==> src/ext_ctrl_pkg.sv <==
// package of constants and types for the external output switch control block
package ext_ctrl_pkg;

  // register byte offsets
  localparam logic [7:0] cfg_ofs      = 8'h00; // live configuration (polarity, ext enable)
  localparam logic [7:0] applied_ofs  = 8'h04; // configuration latched at power up
  localparam logic [7:0] status_ofs   = 8'h08; // live state and message codes
  localparam logic [7:0] irq_stat_ofs = 8'h0c; // sticky events, write one to clear
  localparam logic [7:0] irq_mask_ofs = 8'h10; // interrupt mask
  localparam logic [7:0] out_req_ofs  = 8'h14; // front panel output request and delays

  // field positions
  localparam int pol_bit     = 0;  // 0: high = on, 1: low = on
  localparam int ext_en_bit  = 1;  // 1: external output control on
  localparam int onoff_bit   = 0;
  localparam int shdn_bit    = 1;
  localparam int out_on_bit  = 2;
  localparam int msg_lsb     = 4;  // 3-bit message code field
  localparam int out_req_bit = 0;
  localparam int on_dly_lsb  = 8;  // 8-bit delay fields, units of delay ticks
  localparam int off_dly_lsb = 16;

  // reset values
  localparam logic [1:0] cfg_rst     = 2'h0;
  localparam logic [4:0] irq_rst     = 5'h00;
  localparam logic [2:0] msg_none    = 3'h0;
  localparam logic [2:0] msg_high_on = 3'h1; // polarity high=on but input low
  localparam logic [2:0] msg_low_on  = 3'h2; // polarity low=on but input high

  // interrupt event bits
  localparam int ev_out_on   = 0;
  localparam int ev_out_off  = 1;
  localparam int ev_shdn     = 2;
  localparam int ev_msg      = 3;
  localparam int ev_onoff    = 4;
  localparam int ev_num      = 5;

  // timing: switch debounce 1 ms at 250 MHz, delay tick 1 us
  localparam int clk_mhz        = 250;
  localparam int debounce_us    = 1000;
  localparam int debounce_cyc   = debounce_us * clk_mhz;
  localparam int dly_tick_ns    = 1000;
  localparam int dly_tick_cyc   = dly_tick_ns * clk_mhz / 1000;
  localparam int sync_stages    = 2;

  // output sequencer states
  typedef enum logic [1:0] {
    st_off     = 2'b00,
    st_on_wait = 2'b01,
    st_on      = 2'b10,
    st_off_wait= 2'b11
  } out_st_e;

endpackage

==> src/ext_output_ctrl.sv <==
// external output on/off and shutdown switch control with apb registers
//
// Contract
// - polarity setting 0 means output on for a high input, 1 means on for a low input.
// - with high-active polarity the output is on while the on/off input is open (high).
// - with low-active polarity the output is on while the on/off input is shorted (low).
// - the on/off input is acted on only when the external control setting is 1.
// - polarity and external enable changes take effect only after a power cycle (reset).
// - high-active polarity with the on/off input low shows message code 001; the code shows it only while external control is 1.
// - low-active polarity with the on/off input high shows message code 002; the code shows it only while external control is 1.
// - under external control the output-on and output-off delays are skipped.
// - a low level on the shutdown input forces the output off regardless of other controls.
// - an open input reads high and a closed switch reads low.
//
// Register access: a write lands at the first access edge. Pready, pslverr and
// read data stand for the one cycle after that edge, so every transfer has one
// wait state. Read data is zero outside that cycle, and an unmapped address
// answers with pslverr, drops the write and reads as zero.
//
// Power-up configuration: the live configuration word is kept through sys_rst,
// like settings held in non-volatile storage. It is copied into the applied word
// at the first edge after reset is released. Only the applied word steers the
// switch logic, so a new polarity or enable needs a reset to take effect.
// Limitation: the live word has no defined value until software first writes it,
// so software sets it and then resets before relying on it.
//
// Output sequencer: under external control the filtered switch level is
// followed at once. Under the front panel request the on and off delays count
// in ticks of tick_cnt clocks. A settled shutdown level forces the output off
// in every state and holds it off while it stays low.
//
// Interrupts: every event sets its sticky status bit. Software clears a bit by
// writing a one to it, and a set in the same cycle wins over the clear. The
// interrupt output is high while any unmasked status bit is set.
//
// Switch inputs: both pins pass through a two-stage synchroniser and a level
// filter, so a contact bounce shorter than the filter time never reaches the
// output stage, the message codes or the event bits.
module ext_output_ctrl
  import ext_ctrl_pkg::*;
#(
  parameter int debounce_cnt = debounce_cyc,
  parameter int tick_cnt     = dly_tick_cyc
) (
  input  wire logic        clk,
  input  wire logic        sys_rst,
  // apb slave
  input  wire logic        psel,
  input  wire logic        penable,
  input  wire logic        pwrite,
  input  wire logic [7:0]  paddr,
  input  wire logic [31:0] pwdata,
  output logic [31:0]      prdata,
  output logic             pready,
  output logic             pslverr,
  // connector pins, already pulled up externally
  input  wire logic        ext_onoff_in,
  input  wire logic        ext_shdn_in,
  // output stage and display
  output logic             out_enable,
  output logic [2:0]       msg_code,
  output logic             irq
);

  typedef struct packed {
    logic [1:0]        cfg;       // live configuration, kept through reset
    logic [1:0]        applied;   // configuration taken at power up
    logic              cfg_taken; // applied holds the post-reset capture
    logic              out_req;
    logic [7:0]        on_dly;
    logic [7:0]        off_dly;
    out_st_e           ost;
    logic [7:0]        dly_cnt;
    logic [31:0]       tick;
    logic              out_on;
    logic [2:0]        msg;
    logic              onoff_d;
    logic              shdn_d;
    logic [ev_num-1:0] irq_stat;
    logic [ev_num-1:0] irq_mask;
    logic [31:0]       rdata;
    logic              ready;
    logic              slverr;
    logic              irq;
  } ctl_s;

  ctl_s st_r, st_nxt;

  logic onoff_lvl;
  logic shdn_lvl;

  // both switch inputs share one filter design
  switch_filter #(.cnt_max(debounce_cnt)) u_onoff_filt (
    .clk       (clk),
    .sys_rst   (sys_rst),
    .pin_in    (ext_onoff_in),
    .level_out (onoff_lvl)
  );

  switch_filter #(.cnt_max(debounce_cnt)) u_shdn_filt (
    .clk       (clk),
    .sys_rst   (sys_rst),
    .pin_in    (ext_shdn_in),
    .level_out (shdn_lvl)
  );

  logic              pol_low;
  logic              ext_en;
  logic              ext_want;
  logic              want_on;
  logic              shdn_act;
  logic [2:0]        msg_now;
  logic [ev_num-1:0] ev;
  logic              wr;
  logic              rd;
  logic              tick_hit;
  logic              acc;
  logic              mapped;

  // applied configuration drives the logic, never the live one
  always_comb begin
    pol_low  = st_r.applied[pol_bit];
    ext_en   = st_r.applied[ext_en_bit];
    ext_want = pol_low ? ~onoff_lvl : onoff_lvl;
    want_on  = ext_en ? ext_want : st_r.out_req;
    shdn_act = ~shdn_lvl;
    if (ext_en && !pol_low && !onoff_lvl) begin
      msg_now = msg_high_on;
    end else if (ext_en && pol_low && onoff_lvl) begin
      msg_now = msg_low_on;
    end else begin
      msg_now = msg_none;
    end
    // only the first access edge is taken, so a request held for pready is not taken twice
    acc      = psel && penable && !st_r.ready;
    wr       = acc && pwrite;
    rd       = acc && !pwrite;
    mapped   = paddr inside {cfg_ofs, applied_ofs, status_ofs, irq_stat_ofs, irq_mask_ofs, out_req_ofs};
    tick_hit = (st_r.tick >= 32'(tick_cnt - 1));
  end

  // next-state logic: sequencer, events and register file
  always_comb begin
    st_nxt       = st_r;
    ev           = '0;
    st_nxt.ready = 1'b0;
    st_nxt.slverr= 1'b0;

    // capture configuration one cycle after reset release, like a power cycle
    if (!st_r.cfg_taken) begin
      st_nxt.applied   = st_r.cfg;
      st_nxt.cfg_taken = 1'b1;
    end

    st_nxt.tick = tick_hit ? 32'h0 : st_r.tick + 32'h1;

    // output sequencer; shutdown overrides every state
    if (shdn_act) begin
      st_nxt.ost     = st_off;
      st_nxt.out_on  = 1'b0;
      st_nxt.dly_cnt = 8'h0;
    end else begin
      case (st_r.ost)
        st_off: begin
          if (want_on) begin
            if (ext_en || st_r.on_dly == 8'h0) begin
              st_nxt.ost    = st_on;
              st_nxt.out_on = 1'b1;
            end else begin
              st_nxt.ost     = st_on_wait;
              st_nxt.dly_cnt = st_r.on_dly;
            end
          end
        end
        st_on_wait: begin
          if (!want_on) begin
            st_nxt.ost = st_off;
          end else if (ext_en || st_r.dly_cnt == 8'h0) begin
            st_nxt.ost    = st_on;
            st_nxt.out_on = 1'b1;
          end else if (tick_hit) begin
            st_nxt.dly_cnt = st_r.dly_cnt - 8'h1;
          end
        end
        st_on: begin
          if (!want_on) begin
            if (ext_en || st_r.off_dly == 8'h0) begin
              st_nxt.ost    = st_off;
              st_nxt.out_on = 1'b0;
            end else begin
              st_nxt.ost     = st_off_wait;
              st_nxt.dly_cnt = st_r.off_dly;
            end
          end
        end
        st_off_wait: begin
          if (want_on) begin
            st_nxt.ost = st_on;
          end else if (ext_en || st_r.dly_cnt == 8'h0) begin
            st_nxt.ost    = st_off;
            st_nxt.out_on = 1'b0;
          end else if (tick_hit) begin
            st_nxt.dly_cnt = st_r.dly_cnt - 8'h1;
          end
        end
        default: begin
          st_nxt.ost    = st_off;
          st_nxt.out_on = 1'b0;
        end
      endcase
    end

    st_nxt.msg     = msg_now;
    st_nxt.onoff_d = onoff_lvl;
    st_nxt.shdn_d  = shdn_lvl;

    // events from state changes
    ev[ev_out_on]  = st_nxt.out_on && !st_r.out_on;
    ev[ev_out_off] = !st_nxt.out_on && st_r.out_on;
    ev[ev_shdn]    = !shdn_lvl && st_r.shdn_d;
    ev[ev_msg]     = (msg_now != msg_none) && (st_r.msg == msg_none);
    ev[ev_onoff]   = onoff_lvl != st_r.onoff_d;

    // apb answer: ready and error stand for the one cycle after the first access edge
    if (acc) begin
      st_nxt.ready  = 1'b1;
      st_nxt.slverr = !mapped;
    end

    // apb write; read-only words and unmapped addresses drop the data
    if (wr) begin
      case (paddr)
        cfg_ofs: begin
          st_nxt.cfg = pwdata[1:0];
        end
        irq_stat_ofs: begin
          st_nxt.irq_stat = st_r.irq_stat & ~pwdata[ev_num-1:0];
        end
        irq_mask_ofs: begin
          st_nxt.irq_mask = pwdata[ev_num-1:0];
        end
        out_req_ofs: begin
          st_nxt.out_req = pwdata[out_req_bit];
          st_nxt.on_dly  = pwdata[on_dly_lsb +: 8];
          st_nxt.off_dly = pwdata[off_dly_lsb +: 8];
        end
        default: begin
          st_nxt.out_req = st_r.out_req;
        end
      endcase
    end
    // set wins over a clear in the same cycle
    st_nxt.irq_stat = st_nxt.irq_stat | ev;

    // read data is loaded together with ready and is zero in every other cycle
    st_nxt.rdata = 32'h0;
    if (rd) begin
      case (paddr)
        cfg_ofs: begin
          st_nxt.rdata[1:0] = st_r.cfg;
        end
        applied_ofs: begin
          st_nxt.rdata[1:0] = st_r.applied;
        end
        status_ofs: begin
          st_nxt.rdata[onoff_bit]        = onoff_lvl;
          st_nxt.rdata[shdn_bit]         = shdn_lvl;
          st_nxt.rdata[out_on_bit]       = st_r.out_on;
          st_nxt.rdata[msg_lsb +: 3]     = st_r.msg;
        end
        irq_stat_ofs: begin
          st_nxt.rdata[ev_num-1:0] = st_r.irq_stat;
        end
        irq_mask_ofs: begin
          st_nxt.rdata[ev_num-1:0] = st_r.irq_mask;
        end
        out_req_ofs: begin
          st_nxt.rdata[out_req_bit]      = st_r.out_req;
          st_nxt.rdata[on_dly_lsb +: 8]  = st_r.on_dly;
          st_nxt.rdata[off_dly_lsb +: 8] = st_r.off_dly;
        end
        default: begin
          st_nxt.rdata = 32'h0;
        end
      endcase
    end

    st_nxt.irq = |(st_nxt.irq_stat & st_nxt.irq_mask);
  end

  // state register; the live configuration is left out of reset so it survives a power cycle
  always_ff @(posedge clk or posedge sys_rst) begin
    if (sys_rst) begin
      st_r.applied   <= cfg_rst;
      st_r.cfg_taken <= 1'b0;
      st_r.out_req   <= 1'b0;
      st_r.on_dly    <= 8'h0;
      st_r.off_dly   <= 8'h0;
      st_r.ost       <= st_off;
      st_r.dly_cnt   <= 8'h0;
      st_r.tick      <= 32'h0;
      st_r.out_on    <= 1'b0;
      st_r.msg       <= msg_none;
      st_r.onoff_d   <= 1'b1; // idle pin level, so no false edge follows reset
      st_r.shdn_d    <= 1'b1;
      st_r.irq_stat  <= irq_rst;
      st_r.irq_mask  <= irq_rst;
      st_r.rdata     <= 32'h0;
      st_r.ready     <= 1'b0;
      st_r.slverr    <= 1'b0;
      st_r.irq       <= 1'b0;
    end else begin
      st_r <= st_nxt;
    end
  end

  // outputs straight from the state register
  assign prdata     = st_r.rdata;
  assign pready     = st_r.ready;
  assign pslverr    = st_r.slverr;
  assign out_enable = st_r.out_on;
  assign msg_code   = st_r.msg;
  assign irq        = st_r.irq;

endmodule

==> src/switch_filter.sv <==
// synchroniser and debouncer for one external switch input
module switch_filter
  import ext_ctrl_pkg::*;
#(
  parameter int cnt_max = debounce_cyc
) (
  input  wire logic clk,
  input  wire logic sys_rst,
  input  wire logic pin_in,
  output logic      level_out
);

  typedef struct packed {
    logic        s1;
    logic        s2;
    logic [31:0] cnt;
    logic        lvl;
  } filt_s;

  filt_s st_r, st_nxt;

  // open pin reads high through the pull-up, so reset to high
  always_comb begin
    st_nxt    = st_r;
    st_nxt.s1 = pin_in;
    st_nxt.s2 = st_r.s1;  // first stage feeds only the second
    if (st_r.s2 == st_r.lvl) begin
      st_nxt.cnt = 32'h0;
    end else if (st_r.cnt >= 32'(cnt_max - 1)) begin
      st_nxt.cnt = 32'h0;
      st_nxt.lvl = st_r.s2; // stable long enough, accept new level
    end else begin
      st_nxt.cnt = st_r.cnt + 32'h1;
    end
  end

  always_ff @(posedge clk or posedge sys_rst) begin
    if (sys_rst) begin
      st_r <= '{s1: 1'b1, s2: 1'b1, cnt: 32'h0, lvl: 1'b1};
    end else begin
      st_r <= st_nxt;
    end
  end

  assign level_out = st_r.lvl;

endmodule
==> config.mk <==
export PLATFORM = sky130hd
export DESIGN_NAME = ext_output_ctrl
export DESIGN_NICKNAME = d
export VERILOG_FILES = /design/src/ext_ctrl_pkg.sv /design/src/ext_output_ctrl.sv /design/src/switch_filter.sv
export SDC_FILE = /design/constraint.sdc
export NUM_CORES = 1
export LEC_CHECK = 0
export ABC_AREA = 1
export BUFFER_PORTS_ARGS = -buffer_cell sky130_fd_sc_hd__buf_2
export CAP_MARGIN = 20
export CORE_MARGIN = 2
export CORE_UTILIZATION = 30
export CTS_CLUSTER_DIAMETER = 100
export CTS_CLUSTER_SIZE = 40
export DETAILED_ROUTE_END_ITERATION = 10
export GPL_ROUTABILITY_DRIVEN = 0
export PLACE_DENSITY = 0.45
export SLEW_MARGIN = 20
export SYNTH_ARGS = -nofsm -noshare
export SYNTH_HDL_FRONTEND = slang
export SYNTH_SLANG_ARGS = --single-unit
==> constraint.sdc <==
create_clock -name clk -period 13.6 [get_ports clk]
set_clock_uncertainty 0.2 [all_clocks]
set_input_delay 3.4 -clock clk [delete_from_list [all_inputs] [get_ports clk]]
set_output_delay 3.4 -clock clk [all_outputs]
set_load 0.01 [all_outputs]
After elaboration in Yosys (flattened, before gate mapping) --
Cells that the tools add are included.
Cells by class: multiplexer cells 47, equal/unequal tests 19, magnitude comparators 3, bitwise operators 8, reduce and logical (&&, ||, !) cells 38, $add $sub $neg 4
Operators by type and width (count):
- $mux W32 | 5
- $add A32 B1 Y32 const B | 3
- $ge A32 B18 Y1 const B | 2
- $mux W8 | 6
- $mux W10 | 4
- $pmux W10 S4 | 1
- $ge A32 B8 Y1 const B | 1
- $logic_not A8 Y1 | 4
- $mux W24 | 1
- $mux W2 | 10
- $ne A3 B3 Y1 const B | 6
- $eq A8 B4 Y1 const B | 2
- $eq A8 B5 Y1 const B | 2
- $mux W16 | 1
- $logic_and A1 B1 Y1 | 12
- $mux W1 | 11
- $and A5 B5 Y5 | 2
- $mux W5 | 2
- $eq A8 B3 Y1 const B | 1
- $logic_not A1 Y1 | 8
- $ne A4 B4 Y1 const B | 2
- $sub A8 B1 Y8 const B | 1
- $pmux W1 S3 | 2
- $pmux W1 S6 | 1
- other kinds (20) | 29
Word-level totals: bits in registers 185, output and inout bits 39, word-level logic and storage cells 146

Longest topological paths before layout --
word-level depth 11, mapped depth 15, mapped depth without buffers 15

Modules after synthesis --
From an unflattened synthesis, not the netlist that was laid out.
Second synthesis, totals: cell total of the unflattened synthesis 878, area, all modules 7862.5 µm²
By module, submodules not included:
- ext_output_ctrl | instances 1, area each 4747.1 µm², cells an instance 526
- switch_filter | instances 2, area each 1557.7 µm², cells an instance 176

Worst setup path after synthesis --
OpenSTA, ideal clock, no wires.
path type input to register, start point input port paddr[6], end point register irq (netlist name), slack 8752 ps, setup time 124 ps, stages on the path 10, data arrival time 4523 ps, path buffers 1, data required time 13276 ps, path through inv_1 > nand2_1 > nor3b_1 > and2_1 > buf_2 > nand2_2 > o21ai_0 > a21oi_1 > nor2_1 > nand3_1
RTL lines:
- from (decl) | RTL line ext_output_ctrl.sv:51 | input wire logic [7:0] paddr,

Worst setup path in the final report --
start point input port paddr[1], end point register st_r[103] (netlist bit)
Between the ends: word-level cells in the longest chain between the ends 2
RTL lines:
- $eq A8 B5 Y1 | RTL line ext_output_ctrl.sv:232 | case (paddr)
- $reduce_and A2 Y1 (no line)
- to (signal assigned) | RTL line ext_output_ctrl.sv:313 | st_r <= st_nxt;
- to (decl) | RTL line ext_output_ctrl.sv:87 | ctl_s st_r, st_nxt;
Every way passes these cells. A chain may end at the register's enable or synchronous reset.

==> flow_summary.json <==
{
  "num_antenna_cells": 0,
  "synth-main-ff-cell": "dfrtp_1",
  "cts_buffers": 17,
  "min_from": "u_shdn_filt.st_nxt[33]$_DFF_PP1_",
  "nets": 926,
  "status": "complete, no violations",
  "place_area_um2": 8148,
  "clkTransAtPathRegs_ns": 0.07,
  "grt_pass1_wl_um": 24760,
  "critPathBufInv": 2,
  "path_common_cell": "nand2_1",
  "synthArstFlopShare_pct": 98.85,
  "ff2ff_setup_slack_ns": 11.25,
  "via_count": 5036,
  "netlist_instances": 772,
  "worstSetupPathType": "input port to flop",
  "max_freq_ghz": 0.1831,
  "wl_met2_um": 6582,
  "grt_overflow": 0,
  "crit_arrival_ns": 5.57,
  "cellLeakagePower_nw": 4.029,
  "rr_startpoint": "pready$_DFF_PP0_",
  "hold_buffers": 0,
  "portBuffers": 63,
  "seq_area_frac_synth_pct": 58.22,
  "finalSetupViolCount": 0,
  "wl_per_cell_um": 11.98,
  "rows": 57,
  "io-pin-count": 86,
  "path_cells": "buf_2 -> nor2_2 -> nand2_1 -> nor2_1 -> nand2_1 -> inv_1 -> nand2_1 -> mux2_2",
  "die_x_um": 162.3,
  "ir_worst_vdd_mv": 0.07692,
  "cts_setup_buffers": 0,
  "critPathSlowestCell": "nand2_1",
  "wl_met3_um": 516,
  "worst_pin_slew_ns": 0.9015,
  "fin_crit_sh_pct": 40.16,
  "slew_headroom_pct": 39.75,
  "cts_root_buffer": "clkbuf_16",
  "synth_area_um2": 7513,
  "antenna_found_initial": 0,
  "cts.sinks": 174,
  "wl_met1_um": 7188,
  "first_pass_iters": 4,
  "setup_ws_ns": 8.139,
  "via_per_inst": 4.165,
  "cts_resized": 0,
  "report.final.slew_viol_count": 0,
  "fin_area_um2": 8732,
  "max_stage_delay_ns": 0.54,
  "rsz0062_at_grt": "no",
  "drtAntennaViolNets": 0,
  "worstReg2RegEnd": "st_r[103]$_DFFE_PP0P_",
  "power.density_nw_per_um2": 137.5,
  "maxCapViolCount": 0,
  "synth_enable_flop_cells": 2,
  "end_kind": "flop",
  "ys_seq_elements": 174,
  "start_util_pct": 30.71,
  "dp_hpwl_um": 10140,
  "post-route-min-period_ns": 5.461,
  "cp_max_fo": 29,
  "worstSetupStartpointType": "input port",
  "drt_iter0_drc": 339,
  "hold_viol": 0,
  "dpl_worst_slack_ns": 7.686,
  "cts_tree": "built",
  "core_um2": 24460,
  "die_y_um": 162.3,
  "worst_hold_path.endpoint": "u_shdn_filt.st_r[33]$_DFF_PP1_",
  "syn_avg_cell_area_um2": 9.732,
  "yosysWarnings": 0,
  "drcViolationCount": 0,
  "hold_path_depth": 0,
  "grt_max_degree": 63,
  "wl_um": 14480,
  "setup_tns_ns": 0,
  "critPathTopFamily": "simple AND/OR/NAND/NOR gates",
  "clk-insertion-delay-late_ns": 0.44,
  "grt_usage_pct": 11.88,
  "hold_path.class": "flop to flop",
  "synth_cell_type_count": 49,
  "clock_path_buffers": 2,
  "syn_to_final_growth_pct": 16.22,
  "htreeDepth": 4,
  "drive_gt1_share_pct": 16.05,
  "die_area_um2": 26330,
  "rr_worst_depth": 5,
  "top_layer_used": "met4",
  "required_ns": 13.71,
  "grt_pass1_vias": 5056
}
-- report_power, final --
group	total (mW)	leakage, nW	internal [mW]	switching [mW]
clock network	0.487	0.270	0.277	0.210
logic	0.149	1.60	0.0496	0.0991
registers	0.564	2.16	0.544	0.0209
total	1.20	4.03	0.870	0.330
-- per-layer routing --
layer | vias to the layer above | track usage, %
met4 | 0 | 4.827
met2 | 76 | 18.65
met1 | 2370 | 16.05
li1 | 2575 | -
met5 | - | 0
met3 | 15 | 2.528
-- how the worst max path moves through the flow --
stage	start	end	slack (ns)	cells past startpoint
floorplan	sys_rst	ext_en$_DFFE_PP0N_	5.35	1
global placement	paddr[1]	st_r[102]$_DFFE_PP0P_	7.65	8
detailed placement	paddr[1]	st_r[102]$_DFFE_PP0P_	7.69	8
CTS	paddr[1]	st_r[103]$_DFFE_PP0P_	8.14	8
global route	paddr[1]	st_r[106]$_DFFE_PP0P_	7.87	8
finish	paddr[1]	st_r[103]$_DFFE_PP0P_	8.14	8
-- cell usage after synthesis, types with 9 or more instances --
cell type,number,area (µm²)
dfrtp_1,164,4104
a21oi_1,21,105.1
nor4_1,9,56.30
nor2_1,96,360.4
nand3_1,31,155.2
nor3_1,21,105.1
xor2_1,20,175.2
buf_4,36,270.3
nand4_1,10,62.56
xnor2_1,10,87.58
inv_1,85,319.1
o21ai_0,27,135.1
nor2_4,12,135.1
nand2_1,135,506.7
-- registers in the layout, indices dropped and copies added (netlist names), 2 cells and up --
| signal | flops |
|---|---|
| prdata | 22 |
| msg_code | 2 |
| u_onoff_filt.st_r | 33 |
| u_shdn_filt.st_r | 33 |
| st_r | 74 |
-- per-stage QoR --
stage / total power, mW / instances / util [%] / hold slack, ns
floorplan: 0.6844 / 834 / - / 0.1452
global placement: 0.7227 / 1177 / 33.31 / 0.1469
detailed placement: 0.7217 / 1177 / 33.31 / 0.1491
CTS: 1.219 / 1209 / 35.70 / 0.1589
global route: 1.268 / 1209 / 35.70 / 0.1637
finish: 1.201 / 1209 / 35.70 / 0.1563
-- cell families after synthesis --
| logic type | Yosys count | synth area share (%) |
|---|---|---|
| compound gates | 80 | 6.145 |
| xor+xnor | 30 | 3.497 |
| fa+ha+maj | 7 | 1.166 |
| buf+inv | 134 | 8.959 |
| flops | 174 | 58.22 |
| mux | 5 | 0.7493 |
| other cells | 2 | 0.09995 |
| simple gates | 340 | 21.17 |
-- layout by cell type (no fill, tap or decap), types with 4 or more instances in the layout --
master and instances:
a21oi_1 21, buf_2 63, clkbuf_16 17, clkinvlp_4 5, conb_1 64, dfrtp_1 164
dfstp_2 8, ha_1 7, inv_1 84, inv_6 4, mux2_2 5, nand2_1 135
nand2_2 5, nand3_1 31, nand4_1 10, nor2_1 96, nor2_4 12, nor3_1 21
nor3_2 4, nor3b_1 5, nor4_1 9, o21ai_0 27, o21ai_1 8, o22ai_1 5
xnor2_1 10, xor2_1 20
-- final cells by class --
cell class | instances | area (µm²)
clock buffers | 20 | 446.7
clock inverters | 12 | 137.6
fillers | 2510 | 15730
inverters | 87 | 331.6
multi-input cells | 526 | 2699
flip-flops and latches | 174 | 4374
well taps | 324 | 405.4
repair buffers | 66 | 337.8
No activity file was read; power rests on OpenSTA's default activity.
